**src/include/bsz_pkg.sv**
```systemverilog
// Purpose: Shared types and constants for the bus sizing access sequencer.
// Assumes: One 100 MHz bus clock; sequences never cross a doubleword.
// Notes: The bus width code is read from pins once per access sequence.
package bsz_pkg;

  localparam int unsigned BSZ_CLK_MHZ = 100;
  localparam logic [1:0] BSZ_WIDTH_32 = 2'h0;
  localparam logic [1:0] BSZ_WIDTH_16 = 2'h1;
  localparam logic [1:0] BSZ_WIDTH_8 = 2'h2;
  localparam logic [3:0] BSZ_ALL_LANES = 4'hF;
  localparam logic [3:0] BSZ_LOW_WORD = 4'h3;
  localparam logic [3:0] BSZ_BE_N_RESET = 4'hF;
  localparam logic [31:0] BSZ_ADDR_RESET = 32'h0000_0000;
  localparam logic [31:0] BSZ_DATA_RESET = 32'h0000_0000;
  localparam logic [2:0] BSZ_CNT_RESET = 3'h0;

  typedef enum logic [1:0] {
    BSZ_IDLE,
    BSZ_CYCLE,
    BSZ_GAP,
    BSZ_HELD
  } bsz_state_t;

  // Access request from the execution side.
  typedef struct packed {
    logic [31:0] addr;
    logic [3:0] byte_sel;
    logic write;
    logic cacheable;
    logic [31:0] wdata;
  } bsz_req_t;

  // Pins that face the external bus, all registered.
  typedef struct packed {
    logic [31:0] addr;
    logic [3:0] byte_lane_enable_n;
    logic [31:0] wdata;
    logic write;
    logic strobe;
    logic drive_en;
    logic bus_hold_acknowledge;
  } bsz_bus_t;

  typedef struct packed {
    bsz_state_t state;
    logic [1:0] hold_m;
    logic [1:0] ready_m;
    logic [1:0] retry_m;
    logic [3:0] width_m;
    logic [63:0] rdata_m;
    bsz_req_t req;
    logic [1:0] width;
    logic [3:0] rem;
    logic [1:0] off;
    logic [2:0] cnt;
    logic first;
    logic [31:0] rbuf;
    logic req_ready;
    logic rsp_valid;
    bsz_bus_t bus;
  } bsz_st_t;

endpackage : bsz_pkg

```
**src/logic/bsz_sequencer.sv**
```systemverilog
// Purpose: Split data reads and writes into bus cycles for 32, 16 and 8 bit memory and arbitrate hold.
// Assumes: All pin inputs are asynchronous and pass two flip-flops; request inputs are synchronous.
// Notes: Each bus cycle lasts until the synchronised ready pin is seen, so cycles are slow but safe.
`timescale 1ns/1ps
`default_nettype none

module bsz_sequencer
  import bsz_pkg::*;
(
  input wire logic clock,
  input wire logic reset,
  input wire logic req_valid,
  input wire bsz_req_t req,
  output logic req_ready,
  output logic rsp_valid,
  output logic [31:0] rsp_rdata,
  input wire logic [1:0] bus_width,
  input wire logic bus_ready,
  input wire logic bus_retry,
  input wire logic [31:0] bus_rdata,
  input wire logic bus_hold_request,
  output bsz_bus_t bus
);

  bsz_st_t st_ff;
  bsz_st_t nxt_st;
  logic [1:0] width_s;
  logic [31:0] rdata_s;
  logic [3:0] off_mask;
  logic [3:0] half_mask;
  logic [3:0] cur_be;
  logic [31:0] cur_wdata;
  logic [31:0] rbuf_upd;
  logic cache_fill;
  logic [3:0] own_word;
  logic [3:0] other_word;
  logic [2:0] sel_cnt;

  // Only the second stage of each synchroniser is read below.
  assign width_s = st_ff.width_m[3:2];
  assign rdata_s = st_ff.rdata_m[63:32];

  // A cacheable read ignores byte_sel after its first cycle because it fills the whole doubleword.
  assign cache_fill = !req.write && req.cacheable;
  assign own_word = req.addr[1] ? (BSZ_LOW_WORD << 2) : BSZ_LOW_WORD;
  assign other_word = ~own_word;
  assign sel_cnt = 3'(req.byte_sel[0]) + 3'(req.byte_sel[1]) + 3'(req.byte_sel[2]) + 3'(req.byte_sel[3]);

  always_comb begin
    nxt_st = st_ff;
    off_mask = 4'h1 << st_ff.off;
    // Marks the word that the cycle just finished covered on a 16-bit bus.
    half_mask = st_ff.off[1] ? (BSZ_LOW_WORD << 2) : BSZ_LOW_WORD;
    cur_be = 4'h0;
    cur_wdata = BSZ_DATA_RESET;
    rbuf_upd = st_ff.rbuf;
    // Pins pass two flip-flops before any decision reads them.
    nxt_st.hold_m = {st_ff.hold_m[0], bus_hold_request};
    nxt_st.ready_m = {st_ff.ready_m[0], bus_ready};
    nxt_st.retry_m = {st_ff.retry_m[0], bus_retry};
    nxt_st.width_m = {st_ff.width_m[1:0], bus_width};
    nxt_st.rdata_m = {st_ff.rdata_m[31:0], bus_rdata};
    // The completion flag drops each cycle unless a sequence ends below, so it is a one-cycle pulse.
    nxt_st.rsp_valid = 1'b0;

    // Lanes that the current cycle enables.
    if (st_ff.req.cacheable && !st_ff.req.write && !st_ff.first && st_ff.width != BSZ_WIDTH_32) begin
      cur_be = BSZ_ALL_LANES;
    end else if (st_ff.width == BSZ_WIDTH_8) begin
      cur_be = st_ff.rem;
    end else begin
      cur_be = st_ff.rem;
    end

    // Lane 1 carries lane 3 when the cycle starts in the upper word.
    cur_wdata = {st_ff.req.wdata[31:16],
                 st_ff.off[1] ? st_ff.req.wdata[31:24] : st_ff.req.wdata[15:8],
                 st_ff.req.wdata[8 * st_ff.off +: 8]};

    // Place the returned lanes into the assembled doubleword.
    unique case (st_ff.width)
      BSZ_WIDTH_8: rbuf_upd[8 * st_ff.off +: 8] = rdata_s[7:0];
      BSZ_WIDTH_16: rbuf_upd[16 * st_ff.off[1] +: 16] = rdata_s[15:0];
      default: rbuf_upd = rdata_s;
    endcase

    unique case (st_ff.state)
      BSZ_IDLE: begin
        if (req_valid && st_ff.req_ready) begin
          nxt_st.req = req;
          // The width pin is latched once here, so a change mid-sequence cannot split a cycle.
          nxt_st.width = width_s;
          nxt_st.off = req.addr[1:0];
          nxt_st.first = 1'b1;
          // Cleared at each take, so stale bytes of an earlier sequence never reach rsp_rdata.
          nxt_st.rbuf = BSZ_DATA_RESET;
          nxt_st.state = BSZ_GAP;
          nxt_st.req_ready = 1'b0;
          if (width_s == BSZ_WIDTH_8) begin
            nxt_st.rem = req.byte_sel;
            nxt_st.cnt = cache_fill ? 3'h4 : sel_cnt;
          end else if (width_s == BSZ_WIDTH_16) begin
            // The first cycle enables every selected lane, also those of the other word;
            // only the second cycle is narrowed to the bytes that are still missing, except in a cacheable read, whose second cycle enables all lanes.
            nxt_st.rem = req.byte_sel;
            if (cache_fill || (req.byte_sel & other_word) != 4'h0) begin
              nxt_st.cnt = 3'h2;
            end else begin
              nxt_st.cnt = 3'h1;
            end
          end else begin
            nxt_st.rem = req.byte_sel;
            // A 32-bit read is one cycle even when cacheable; burst refills are not modelled.
            nxt_st.cnt = 3'h1;
          end
        end else if (st_ff.hold_m[1]) begin
          // Outputs float one edge before the acknowledge rises.
          // A request seen in the same cycle wins; the hold is then granted when it ends.
          nxt_st.state = BSZ_HELD;
          nxt_st.req_ready = 1'b0;
          nxt_st.bus.drive_en = 1'b0;
        end else begin
          nxt_st.req_ready = 1'b1;
        end
      end

      // A gap with strobe low separates cycles, so memory sees every cycle, retries too, as new.
      BSZ_GAP: begin
        nxt_st.bus.addr = {st_ff.req.addr[31:2], st_ff.off};
        nxt_st.bus.byte_lane_enable_n = ~cur_be;
        nxt_st.bus.wdata = cur_wdata;
        nxt_st.bus.write = st_ff.req.write;
        nxt_st.bus.strobe = 1'b1;
        nxt_st.state = BSZ_CYCLE;
      end

      BSZ_CYCLE: begin
        if (st_ff.ready_m[1]) begin
          nxt_st.bus.strobe = 1'b0;
          nxt_st.bus.byte_lane_enable_n = BSZ_BE_N_RESET;
          nxt_st.state = BSZ_GAP;
          if (!st_ff.retry_m[1]) begin
            // A retried cycle repeats unchanged and does not lower the count of the same sequence.
            nxt_st.rbuf = rbuf_upd;
            nxt_st.first = 1'b0;
            nxt_st.cnt = st_ff.cnt - 3'h1;
            if (st_ff.width == BSZ_WIDTH_8) begin
              nxt_st.off = st_ff.off + 2'h1;
              nxt_st.rem = st_ff.rem & ~off_mask;
            end else begin
              // The other word starts at its even byte, whatever lane the first cycle began on.
              nxt_st.off = {~st_ff.off[1], 1'b0};
              nxt_st.rem = st_ff.req.byte_sel & ~half_mask;
            end
            if (st_ff.cnt == 3'h1) begin
              nxt_st.state = BSZ_IDLE;
              nxt_st.rsp_valid = 1'b1;
              nxt_st.req_ready = !st_ff.hold_m[1];
            end
          end
        end
      end

      // The acknowledge waits one edge after the outputs float, so a requester never meets a driven bus.
      BSZ_HELD: begin
        if (!st_ff.bus.bus_hold_acknowledge && !st_ff.bus.drive_en) begin
          nxt_st.bus.bus_hold_acknowledge = 1'b1;
        end else if (!st_ff.hold_m[1]) begin
          nxt_st.bus.bus_hold_acknowledge = 1'b0;
          nxt_st.bus.drive_en = 1'b1;
          nxt_st.state = BSZ_IDLE;
        end
      end
    endcase
  end

  // Every pin is spelt out in reset, so the idle bus level does not hang on the struct layout.
  always_ff @(posedge clock) begin
    if (reset) begin
      st_ff <= '0;
      st_ff.state <= BSZ_IDLE;
      st_ff.bus.byte_lane_enable_n <= BSZ_BE_N_RESET;
      st_ff.bus.addr <= BSZ_ADDR_RESET;
      st_ff.bus.drive_en <= 1'b1;
      st_ff.cnt <= BSZ_CNT_RESET;
      st_ff.bus.wdata <= BSZ_DATA_RESET;
      st_ff.bus.strobe <= 1'b0;
      st_ff.bus.write <= 1'b0;
      st_ff.bus.bus_hold_acknowledge <= 1'b0;
      st_ff.req_ready <= 1'b0;
      st_ff.rsp_valid <= 1'b0;
    end else begin
      st_ff <= nxt_st;
    end
  end

  // Every output is a field of the state register, so none has a combinational path.
  assign req_ready = st_ff.req_ready;
  assign rsp_valid = st_ff.rsp_valid;
  assign rsp_rdata = st_ff.rbuf;
  assign bus = st_ff.bus;

endmodule : bsz_sequencer
`default_nettype wire

```
**config.mk**
```make
export PLATFORM = sky130hd
export DESIGN_NAME = bsz_sequencer
export DESIGN_NICKNAME = d
export VERILOG_FILES = /design/src/include/bsz_pkg.sv /design/src/logic/bsz_sequencer.sv
export SDC_FILE = /design/constraint.sdc
export NUM_CORES = 1
export LEC_CHECK = 0
export ABC_CLOCK_PERIOD_IN_PS = 6400
export BUFFER_PORTS_ARGS = -buffer_cell sky130_fd_sc_hd__buf_2
export CORE_MARGIN = 2
export CORE_UTILIZATION = 50
export DETAILED_ROUTE_END_ITERATION = 6
export PLACE_DENSITY = 0.71
export SKIP_CTS_REPAIR_TIMING = 1
export SYNTH_ARGS = -nofsm -noshare
export SYNTH_HDL_FRONTEND = slang
export SYNTH_SLANG_ARGS = --single-unit
```
**constraint.sdc**
```tcl
create_clock -name clock -period 6.4 [get_ports clock]
set_clock_uncertainty 0.2 [all_clocks]
set_input_delay 1.28 -clock clock [delete_from_list [all_inputs] [get_ports clock]]
set_output_delay 1.28 -clock clock [all_outputs]
set_load 0.02 [all_outputs]
```
# Yosys cells after proc, flatten, opt, wreduce, memory -nomap -nowiden
# Cells that the tools add are included.
[word_totals]
regBits = 264
inputBits = 110
output_inout_bits = 106
[op_classes]
n_addsub = 7
n_eq_ne = 18
shift = 6
muxes = 37
bitwise = 10
reduce_logical = 27
[ops]
columns = ["op", "n"]
rows = [
  ["$mux 44", 2],
  ["$pmux 43 s2", 1],
  ["$neg 5->34", 2],
  ["$bwmux 32", 2],
  ["$pmux 32 s2", 1],
  ["$mux 42", 1],
  ["$shift 16x34->32 const A", 1],
  ["$shift 8x34->32 const A", 1],
  ["$shiftx 16x34->32", 1],
  ["$shiftx 8x34->32", 1],
  ["$shiftx 32x6->8", 1],
  ["$mux 2", 10],
  ["$mux 4", 4],
  ["$ne 2x2->1 const B", 8],
  ["$not 4->4", 4],
  ["$and 4x4->4", 3],
  ["$reduce_and 4->1", 3],
  ["$mux 3", 3],
  ["$eq 2x2->1 const B", 4],
  ["$mux 8", 1],
  ["$pmux 2 s4", 1],
  ["$pmux 4 s2", 1],
  ["$reduce_bool 2->1", 4],
  ["$mux 1", 7],
  ["21 further kinds", 38],
]

# Logic depth before layout (Yosys ltp)
# Gate-level depths: netlist of run 1.
[logic_depth]
ltp_word = 10
mapped_depth = 9
depth_no_buf = 6

# Worst setup path after synthesis of run 1
# No wires, ideal clock.
[synth_path]
path_type = "input to register"
startpoint = "input port req[34] in the netlist's numbering"
endpoint = "register st_ff[109] in the netlist's numbering"
setup_ns = 0.132
arrival_ns = 2.419
slack_ns = 3.649
path_stages = 6
cell_sequence = "fa_1 -> ha_1 -> ha_1 -> o21ai_0 -> o22a_1 -> a21oi_1"
[synth_between]
elab_chain_len = 7
[synth_lines]
columns = ["element", "line_no", "source"]
rows = [
  ["start, declared", "bsz_sequencer.sv:13", "input wire bsz_req_t req,"],
  ["$add 1x1->2", "bsz_sequencer.sv:47", "assign sel_cnt = 3'(req.byte_sel[0]) + 3'(req.byte_sel[1]) + 3'(req.byte_sel[2]) + 3'(req.byte_sel[3]);"],
  ["$add 2x1->3", "bsz_sequencer.sv:47", ""],
  ["$add 3x1->3", "bsz_sequencer.sv:47", ""],
  ["$mux 3", "bsz_sequencer.sv:101", "nxt_st.cnt = cache_fill ? 3'h4 : sel_cnt;"],
  ["$mux 3", "bsz_sequencer.sv:99", "if (width_s == BSZ_WIDTH_8) begin"],
  ["$mux 42", "bsz_sequencer.sv:89", "if (req_valid && st_ff.req_ready) begin"],
  ["$pmux 43 s2", "bsz_sequencer.sv:87", "unique case (st_ff.state)"],
  ["end signal, assigned", "bsz_sequencer.sv:193", "st_ff <= nxt_st;"],
  ["end, declared", "bsz_sequencer.sv:25", "bsz_st_t st_ff;"],
]
# Every way passes these cells. The select of a mux whose other input is x is not followed.
# A chain may end at the register's enable or synchronous reset.

# Final worst setup path of run 1
[layout_path]
startpoint = "register st_ff[110] in the netlist's numbering"
endpoint = "register st_ff (netlist bit rsp_rdata[20])"
[layout_between]
elab_chain_len = 7
word_cells_on_any_way = 8
[layout_lines]
columns = ["element", "line_no", "source"]
rows = [
  ["$neg 5->34 *", "bsz_sequencer.sv:82", "BSZ_WIDTH_8: rbuf_upd[8 * st_ff.off +: 8] = rdata_s[7:0];"],
  ["$shiftx 8x34->32 or $shift 8x34->32 (tied branches)", "bsz_sequencer.sv:82", ""],
  ["$bwmux 32 *", "bsz_sequencer.sv:82", ""],
  ["$pmux 32 s2 *", "bsz_sequencer.sv:81", "unique case (st_ff.width)"],
  ["$mux 44 *", "bsz_sequencer.sv:142", "if (!st_ff.retry_m[1]) begin"],
  ["$mux 44 *", "bsz_sequencer.sv:138", "if (st_ff.ready_m[1]) begin"],
  ["$pmux 43 s2 *", "bsz_sequencer.sv:87", ""],
]
# Mark *: on every way between the ends. The rest lies on a longest branch, timed or not. The select of a mux whose other input is x is not followed.

==> impl_metrics.py, run 1 <==
metrics = {
    "outcome": {
        "status": "completed",
    },
    "final_layout": {
        "drive_gt1_share_pct": 20.9,
        "nNetsFinal": 1470,
        "fin_cells": 1641,
        "fillers": 1930,
        "areaGrowthSynthToFinish_pct": 12.2,
        "post-route-util_pct": 57.2,
        "seqCellArea_mm2": 0.00525,
        "multiInputGateArea_mm2": 0.00428,
    },
    "setup_path": {
        "start_kind": "flip-flop",
        "reg2reg_to": "rsp_rdata[20]$_SDFFE_PP0P_",
        "rr_startpoint": "st_ff[110]$_SDFFE_PP0P_",
        "ff2ff_setup_slack_ps": 3130,
        "end_kind": "flip-flop",
        "crit_type": "reg2reg",
        "reg2regPathDepth": 6,
        "cp.required_ps": 6650,
        "crit_fanout": 18,
        "cp.arrival_ps": 3520,
    },
    "grt": {
        "track_usage_pct": 21.2,
        "grt_pass1_wl_um": 39300,
        "grt_pass1_vias": 7830,
        "grt_max_degree": 87,
        "antenna_found_initial": 1,
        "grt_overflow": 0,
    },
    "drt": {
        "drt-total-wl_um": 24800,
        "vias": 8475,
        "viasPerCell": 5.16,
        "routedWlPerCell_um": 15.1,
        "ant_nets": 0,
        "drt-pass1-iter-count": 5,
        "drt_iter0_markers": 447,
        "drc": 0,
    },
    "min_path": {
        "whs_endpoint": "rdata_s[11]$_SDFF_PP0_",
        "holdCritStartpoint": "nxt_st[231]$_SDFF_PP0_",
        "hp-class": "reg2reg",
        "holdPathStages": 1,
    },
    "floorplanning": {
        "fp.dieArea_mm2": 0.0227,
        "die_w_um": 151,
        "die_h_um": 151,
        "coreArea_mm2": 0.0211,
        "rows": 53,
        "pin_count": 216,
        "initial_core_util_pct": 51.0,
    },
    "place": {
        "placed_cells": 1589,
        "place.gp.congestion": 0.808,
        "dp_hpwl_um": 16100,
        "io_buffers": 215,
    },
    "timing": {
        "maxSlewViolCount": 0,
        "max-slew-margin-rel_pct": 21.5,
        "tns_ps": 0,
        "post-route-min-period_ps": 3270,
        "setup_viol": 0,
        "fmax_ghz": 0.306,
        "post-route-period-util_pct": 51.1,
        "worst_pin_slew_ps": 1170,
        "hold_viol": 0,
        "rsz0062_at_grt": "false",
    },
    "pwr": {
        "powerDensity_mw_per_mm2": 353,
        "irDropWorstVdd_mv": 0.243,
        "total_leakage_power_nw": 4.75,
    },
    "logic_synthesis": {
        "syn_area_per_cell_um2": 8.42,
        "ys_ff_latch": 262,
        "seq_area_frac_synth_pct": 48.8,
        "yosysMostFrequentCell": "nand2_1",
        "ys.flop_type": "dfxtp_1",
        "yosys_warnings": 0,
        "yosysUniqueCellTypes": 51,
        "ys_top_cells_by_area": "dfxtp_1 (49%), nand2_1 (11%), buf_4 (8.0%)",
        "yosys.area.top_type": "dfxtp_1",
        "syn-num-nets": 1404,
        "netlist_area_mm2": 0.0108,
        "synth_top_area_share_pct": 48.8,
        "ys_top_cells_by_count": "nand2_1 (312), dfxtp_1 (262), a21oi_1 (156)",
        "synth_edf_count": 0,
        "synthArstFlopShare_pct": 0,
        "syn_inst": 1278,
    },
    "clock_network": {
        "ctsHtreeMaxLevel": 1,
        "cts_tree": "yes",
        "clk_latency_ps": 530,
        "clockRootBuffer": "clkbuf_16",
        "clock_path_buffers": 3,
        "clkSinkCount": 262,
        "cts_buffers": 28,
        "path_clk_slew_ps": 60,
    },
    "flow_run": {
        "maxCapViolCount": 0,
    },
}
[power by group]
part	switching [W]	internal (W)
combinational	0.000488	0.000227
clock	0.000632	0.00103
sequential	0.0000990	0.00178
[layer usage]
metal | track usage (%) | wire, µm
met1 | 28.7 | 11100
met2 | 34.9 | 11700
met3 | 4.09 | 1630
met4 | 5.33 | 427
met5 | 0 | 13
[worst max-delay path by stage]
| stage | startpoint | endpoint | slack (ps) | cells after the start |
|---|---|---|---|---|
| after floorplan | req[34] | st_ff[109]$_SDFFE_PP0P_ | 3650 | 6 |
| after global placement | req_valid | rsp_rdata[9]$_SDFFE_PP0P_ | 3010 | 6 |
| after detailed placement | req_valid | rsp_rdata[8]$_SDFFE_PP0P_ | 2970 | 6 |
| after CTS | st_ff[110]$_SDFFE_PP0P_ | rsp_rdata[20]$_SDFFE_PP0P_ | 3180 | 6 |
| after global routing | st_ff[110]$_SDFFE_PP0P_ | rsp_rdata[17]$_SDFFE_PP0P_ | 2910 | 6 |
| final | st_ff[110]$_SDFFE_PP0P_ | rsp_rdata[20]$_SDFFE_PP0P_ | 3130 | 6 |
[per-stage QoR]
step	cell area (µm²)	setup WS (ps)	power (W)	hold WS, ps
floorplan	10800	3650	0.00249	214
global placement	11100	3010	0.00262	222
detailed placement	11100	2970	0.00263	222
CTS	12100	3180	0.00430	233
global route	12100	2910	0.00447	246
finish	12100	3130	0.00426	230
[layout by cell type, fill, tap and decap left out, types with 3 or more instances in the layout]
cell / instances
buf_2: 214
o211ai_1: 6
clkinv_2: 7
a21oi_1: 156
clkinvlp_4: 3
dfxtp_1: 261
inv_1: 18
a211oi_1: 17
a21boi_0: 8
a221oi_1: 16
clkbuf_16: 29
nor3_1: 5
and3_1: 9
clkbuf_8: 4
a31oi_1: 6
nand3_1: 29
nand2b_1: 6
o21ai_1: 10
bufinv_16: 4
nor2b_1: 77
ha_1: 15
buf_4: 8
a22oi_1: 8
nand2_1: 311
nor2_1: 18
o21ai_0: 65
clkbuf_1: 4
mux2i_1: 16
[cell families after synthesis]
family	Yosys count	synth area share, %
mux	17	1.59
compound gates	302	16.0
flops	262	48.8
buf+inv	207	11.7
simple gates	474	20.0
fa+ha+maj	16	1.93
[final cells by class]
cell class | count | area share, %
clock buffer | 37 | 6.60
sequential | 262 | 43.5
clock inverter | 14 | 1.47
antenna | 1 | 0.0207
timing repair buffer | 223 | 9.47
tap | 275 | 2.85
inverter | 20 | 0.622
multi-input combinational | 809 | 35.5
[state kept, by name (all words and copies together) (netlist names)]
| name | count |
|---|---|
| bus | 72 |
| cur_wdata | 16 |
| nxt_st | 37 |
| rdata_s | 32 |
| req_ready | 1 |
| rsp_rdata | 32 |
| rsp_valid | 1 |
| st_ff | 71 |
[worst max-delay path, cell delays in order (launching register included)]
cell and delay (ps):
dfxtp_1 800, inv_1 460, ha_1 490, nor4bb_4 500
and3_1 430, a221oi_1 150, o21ai_1 180
Note: power is estimated with default switching activity, not from simulation.
==> run 2: changes to the inputs <==
--- a/config.mk
+++ b/config.mk
@@ -5,7 +5,7 @@
 export SDC_FILE = /design/constraint.sdc
 export NUM_CORES = 1
 export LEC_CHECK = 0
-export ABC_CLOCK_PERIOD_IN_PS = 6400
+export ABC_CLOCK_PERIOD_IN_PS = 3200
 export BUFFER_PORTS_ARGS = -buffer_cell sky130_fd_sc_hd__buf_2
 export CORE_MARGIN = 2
 export CORE_UTILIZATION = 50
==> constraint.sdc (replaced) <==
create_clock -name clock -period 3.2 [get_ports clock]
set_clock_uncertainty 0.2 [all_clocks]
set_input_delay 0.64 -clock clock [delete_from_list [all_inputs] [get_ports clock]]
set_output_delay 0.64 -clock clock [all_outputs]
set_load 0.02 [all_outputs]
==> impl_metrics.py, run 2 (synthesized netlist as in run 1, its figures left out) <==
metrics = {
    "final_layout": {
        "mostFrequentLayoutCell": "nand2_1",
        "layout_common_cells": "nand2_1 (311), dfxtp_1 (261), buf_2 (214)",
        "nNetsFinal": 1477,
        "largest_register_ff_count": 72,
        "fillers": 1945,
        "areaGrowthSynthToFinish_pct": 12.1,
        "drive_gt1_share_pct": 20.9,
        "top_register": "bus",
        "antennaDiodeCount": 0,
    },
    "grt": {
        "antenna_found_initial": 0,
        "grt_max_degree": 88,
        "grt_pass1_vias": 7568,
        "grt_overflow": 0,
        "grt_pass1_wl_um": 38900,
        "track_usage_pct": 21.0,
    },
    "floorplanning": {
        "initial_core_util_pct": 51.0,
        "fp.dieArea_mm2": 0.0227,
        "pin_count": 216,
        "coreArea_mm2": 0.0211,
        "die_h_um": 151,
        "die_w_um": 151,
        "rows": 53,
    },
    "timing": {
        "max-slew-margin-rel_pct": 45.5,
        "maxSlewViolCount": 0,
        "tns_ps": 0,
        "fin_ws_ps": 726,
        "worst_pin_slew_ps": 807,
        "setup_viol": 0,
        "hold_viol": 0,
        "post-route-min-period_ps": 2470,
        "post-route-period-util_pct": 77.3,
        "rsz0062_at_grt": "false",
        "fmax_ghz": 0.404,
    },
    "place": {
        "place.gp.congestion": 0.783,
        "dp_hpwl_um": 16500,
        "io_buffers": 215,
        "post-place-ws_ps": 720,
    },
    "setup_path": {
        "cp.arrival_ps": 2730,
        "end_kind": "flip-flop",
        "reg2regPathDepth": 6,
        "cp.required_ps": 3450,
        "crit_fanout": 18,
        "start_kind": "flip-flop",
        "crit_type": "reg2reg",
    },
    "clock_network": {
        "cts_tree": "yes",
        "clock_path_buffers": 3,
        "clk_latency_ps": 520,
        "path_clk_slew_ps": 60,
        "clockRootBuffer": "clkbuf_16",
        "clkSinkCount": 262,
        "cts_buffers": 27,
        "ctsHtreeMaxLevel": 1,
    },
    "flow_run": {
        "maxCapViolCount": 0,
    },
    "drt": {
        "drt-total-wl_um": 24500,
        "drc": 0,
        "ant_nets": 0,
        "vias": 8464,
        "viasPerCell": 5.16,
        "drt-pass1-iter-count": 5,
        "drt_iter0_markers": 535,
        "routedWlPerCell_um": 14.9,
    },
    "min_path": {
        "hp-class": "in2reg",
        "holdPathStages": 2,
    },
    "pwr": {
        "internal_power_w": 0.00587,
        "irDropWorstVdd_mv": 0.458,
        "clkPwrFrac_pct": 36.9,
        "p_sw_share_pct": 29.2,
        "total_leakage_power_nw": 4.75,
        "p_comb_share_pct": 17.9,
        "powerDensity_mw_per_mm2": 687,
        "p_sw_w": 0.00242,
        "seq_power_share_pct": 45.2,
    },
    "outcome": {
        "status": "completed",
    },
}
[run 2: changes by cell type in the layout (fill, tap and decap cells not counted), sizes merged]
cell / before / now
diode: 1 / 0
bufinv: 4 / 3
buf: 223 / 231
clkbuf: 37 / 33
clkinv: 7 / 5
[run 2: per-stage QoR]
step / instances / hold slack (ps) / total power (W) / cell area, µm² / util (%)
floorplan: 1278 / 214 / 0.00497 / 10800 / -
global route: 1641 / 110 / 0.00870 / 12100 / 57.2
finish: 1641 / 122 / 0.00829 / 12100 / 57.2
global placement: 1597 / 224 / 0.00528 / 11200 / 53.1
detailed placement: 1597 / 223 / 0.00530 / 11200 / 53.1
CTS: 1641 / 107 / 0.00835 / 12100 / 57.2
[run 2: metal layers]
layer  track usage (%)  part of all wire [%]
met4              5.42                   1.8
met5                 0                     0
met3              4.45                   7.4
met1              29.4                    45
met2              33.1                    46
[run 2: path summary, 6_finish.rpt]
check | start | to | slack [ps]
worst max-delay path | st_ff[117]$_SDFFE_PP0P_ | rsp_rdata[6]$_SDFFE_PP0P_ | 730
worst min-delay path | bus_rdata[14] | nxt_st[234]$_SDFF_PP0_ | 120
worst max register to register | st_ff[117]$_SDFFE_PP0P_ | rsp_rdata[6]$_SDFFE_PP0P_ | 730
worst min register to register | nxt_st[248]$_SDFF_PP0_ | rdata_s[28]$_SDFF_PP0_ | 230
[run 2: layout make-up]
class                      instances  area, µm²  share of cell area, %
clock buffer                      33        718                   5.96
sequential                       262       5250                   43.5
timing repair buffer             231       1250                   10.4
clock inverter                    11        138                   1.14
inverter                          20       75.1                  0.623
multi-input combinational        809       4280                   35.5
tap                              275        344                   2.85
[run 2: power by group through the flow]
stage | Combinational (W) | Clock (W) | Sequential (W)
final | 0.00148 | 0.00306 | 0.00375
after CTS | 0.00149 | 0.00311 | 0.00375
after global routing | 0.00165 | 0.00326 | 0.00379
after floorplan | 0.00122 | 0 | 0.00375
after global placement | 0.00147 | 0 | 0.00381
after detailed placement | 0.00149 | 0 | 0.00382
[run 2: worst max-delay path, cell delays in order, from the launching register on]
cell	delay, ps
dfxtp_1	330
inv_1	80
ha_1	630
nand2_1	410
a211oi_4	440
o21ai_0	150
a21oi_1	160
==> run 3: changes to the inputs <==
--- a/config.mk
+++ b/config.mk
@@ -5,12 +5,13 @@
 export SDC_FILE = /design/constraint.sdc
 export NUM_CORES = 1
 export LEC_CHECK = 0
-export ABC_CLOCK_PERIOD_IN_PS = 3200
+export ABC_AREA = 1
+export ABC_CLOCK_PERIOD_IN_PS = 2100
 export BUFFER_PORTS_ARGS = -buffer_cell sky130_fd_sc_hd__buf_2
 export CORE_MARGIN = 2
 export CORE_UTILIZATION = 50
 export DETAILED_ROUTE_END_ITERATION = 6
-export PLACE_DENSITY = 0.71
+export PLACE_DENSITY = 0.73
 export SKIP_CTS_REPAIR_TIMING = 1
 export SYNTH_ARGS = -nofsm -noshare
 export SYNTH_HDL_FRONTEND = slang
==> constraint.sdc (replaced) <==
create_clock -name clock -period 2.1 [get_ports clock]
set_clock_uncertainty 0.2 [all_clocks]
set_input_delay 0.42 -clock clock [delete_from_list [all_inputs] [get_ports clock]]
set_output_delay 0.42 -clock clock [all_outputs]
set_load 0.02 [all_outputs]
==> impl_metrics.py, run 3 <==
metrics = {
    "outcome": {
        "status": "finished with violations",
        "violations": "hold timing",
    },
    "final_layout": {
        "areaGrowthSynthToFinish_pct": 21.5,
        "layout_common_cells": "nor2_1 (352), nand2_1 (274), dfxtp_1 (262)",
        "largest_register_ff_count": 72,
        "top_register": "bus",
        "post-route-util_pct": 62.1,
        "nNetsFinal": 1835,
        "fillers": 1912,
        "drive_gt1_share_pct": 18.4,
        "mostFrequentLayoutCell": "nor2_1",
    },
    "timing": {
        "post-route-period-util_pct": 91.2,
        "fmax_ghz": 0.522,
        "worst_pin_slew_ps": 543,
        "rsz0062_at_grt": "false",
        "maxSlewViolCount": 0,
        "max-slew-margin-rel_pct": 63.6,
        "hold_slack_ps": -6.81,
        "fin_ws_ps": 185,
        "setup_viol": 0,
        "hold_viol": 3,
        "post-route-min-period_ps": 1910,
    },
    "floorplanning": {
        "die_w_um": 154,
        "initial_core_util_pct": 51.1,
        "fp.dieArea_mm2": 0.0236,
        "rows": 54,
        "coreArea_mm2": 0.0219,
        "pin_count": 216,
        "die_h_um": 154,
    },
    "grt": {
        "grt_overflow": 0,
        "grt_pass1_vias": 8459,
        "antenna_found_initial": 3,
        "grt_pass1_wl_um": 42000,
        "track_usage_pct": 21.1,
        "grt_max_degree": 119,
    },
    "logic_synthesis": {
        "synth.area.mux_share_pct": 0,
        "ys_top_cells_by_area": "dfxtp_1 (47%), nor2_1 (12%), nand2_1 (9.2%)",
        "ys.flop_type": "dfxtp_1",
        "yosysMostFrequentCell": "nor2_1",
        "yosys_warnings": 0,
        "synth_compound_area_share_pct": 11.2,
        "ys_top_cells_by_count": "nor2_1 (353), nand2_1 (274), dfxtp_1 (262)",
        "syn_inst": 1523,
        "synthArstFlopShare_pct": 0,
        "syn-num-nets": 1649,
        "yosys.area.top_type": "dfxtp_1",
        "synth-simple-area-share_pct": 25.0,
        "seq_area_frac_synth_pct": 46.9,
        "netlist_area_mm2": 0.0112,
        "yosys.area_share.xor_xnor_pct": 0,
        "synth_top_family_by_area": "simple AND/OR/NAND/NOR gates",
        "syn_area_per_cell_um2": 7.35,
        "synth_top_area_share_pct": 46.9,
        "ys_ff_latch": 262,
        "synthAdderAreaFrac_pct": 1.86,
        "synth_edf_count": 0,
        "yosysUniqueCellTypes": 43,
    },
    "setup_path": {
        "crit_path_cell_trace": "inv_2 -> ha_1 -> nor3_2 -> nand2_1 -> nand4_1 -> nand2_1 -> a21oi_1",
        "cpMaxStageDelayCell": "nor3_2",
        "cp.required_ps": 2340,
        "crit_type": "reg2reg",
        "cp_common_cell": "nand2_1",
        "cp.arrival_ps": 2160,
        "cp_top_family": "simple AND/OR/NAND/NOR gates",
        "end_kind": "flip-flop",
        "slowest_delay_ps": 420,
        "crit_fanout": 8,
        "startpoint": "st_ff[111]$_SDFFE_PP0P_",
        "rr_startpoint": "st_ff[111]$_SDFFE_PP0P_",
        "path_buf_inv": 1,
        "start_kind": "flip-flop",
    },
    "pwr": {
        "seq_power_share_pct": 39.6,
        "internal_power_w": 0.0107,
        "p_sw_share_pct": 35.0,
        "p_comb_share_pct": 30.7,
        "irDropWorstVdd_mv": 0.667,
        "clkPwrFrac_pct": 29.7,
        "p_sw_w": 0.00577,
        "total_leakage_power_nw": 6.48,
        "powerDensity_mw_per_mm2": 1210,
    },
    "clock_network": {
        "cts_buffers": 27,
        "clockRootBuffer": "clkbuf_16",
        "clock_path_buffers": 3,
        "cts_tree": "yes",
        "ctsHtreeMaxLevel": 1,
        "path_clk_slew_ps": 60,
        "clkSinkCount": 262,
        "clk_latency_ps": 520,
    },
    "flow_run": {
        "maxCapViolCount": 0,
    },
    "drt": {
        "ant_nets": 0,
        "drt-pass1-iter-count": 5,
        "drt-total-wl_um": 27400,
        "viasPerCell": 4.90,
        "vias": 9845,
        "drt_iter0_markers": 753,
        "drc": 0,
        "routedWlPerCell_um": 13.6,
    },
    "place": {
        "post-place-ws_ps": -34.3,
        "io_buffers": 215,
        "dp_hpwl_um": 17500,
        "place.gp.congestion": 0.949,
    },
    "min_path": {
        "holdCritStartpoint": "req[17]",
        "hp-class": "in2reg",
    },
}
-- run 3: kinds of logic after synthesis --
group	count (synthesis)
flip-flops	262
AND/OR/NAND/NOR	695
buffers and inverters	315
AO/OA/AOI/OAI	235
adder cells (fa/ha/maj)	16
-- run 3: worst register-to-register path, delay by kind of cell (launching register included) --
| family | cells | cell delay (ps) |
|---|---|---|
| buffers and inverters | 1 | 80 |
| AOI/OAI and AO/OA | 1 | 120 |
| adders and majority gates | 1 | 320 |
| DFF | 1 | 370 |
| and+or+nand+nor | 4 | 750 |
-- run 3: layout make-up --
cell class | count | area [µm²] | share of cell area [%]
flip-flops and latches | 262 | 5250 | 38.6
well taps | 280 | 350 | 2.58
diodes | 2 | 5.00 | 0.0368
inverters | 135 | 514 | 3.78
repair buffers | 337 | 2310 | 17.0
clock inverters | 13 | 174 | 1.28
multi-input cells | 946 | 4260 | 31.3
clock buffers | 34 | 742 | 5.46
-- run 3: worst paths after layout --
| path | to | slack, ps | cells past startpoint |
|---|---|---|---|
| setup / recovery | rsp_rdata[26]$_SDFFE_PP0P_ | 190 | 7 |
| hold / removal | cur_wdata[17]$_SDFFE_PP0P_ | -7 | 3 |
| setup reg to reg | rsp_rdata[26]$_SDFFE_PP0P_ | 190 | 7 |
| hold reg to reg | st_ff[255]$_SDFF_PP0_ | 200 | 2 |
-- run 3: stage by stage --
step,hold slack [ps],setup TNS [ps],total power [W],std cells,instance area (µm²)
6_report,-6.81,0,0.0165,2009,13600
5_1_grt,3.49,0,0.0175,2009,13600
4_1_cts,-119,0,0.0164,1912,12600
3_5_place_dp,195,-34.3,0.0115,1865,11700
3_3_place_gp,190,-13.9,0.0114,1865,11700
2_1_floorplan,188,0,0.0107,1523,11200
-- run 3: layer usage --
layer,global-route usage (%),wire [µm],vias up
met1,29.9,12200,4429
met2,32.7,12400,346
met5,0,13,-
met4,6.51,754,2
li1,-,-,5006
met3,4.00,1940,62
-- run 3: power groups by stage --
stage	registers (W)	clock network (W)	logic, W
after floorplan	0.00647	0	0.00427
after global placement	0.00658	0	0.00479
after detailed placement	0.00662	0	0.00488
after CTS	0.00651	0.00501	0.00490
after global routing	0.00663	0.00521	0.00564
final	0.00653	0.00491	0.00506
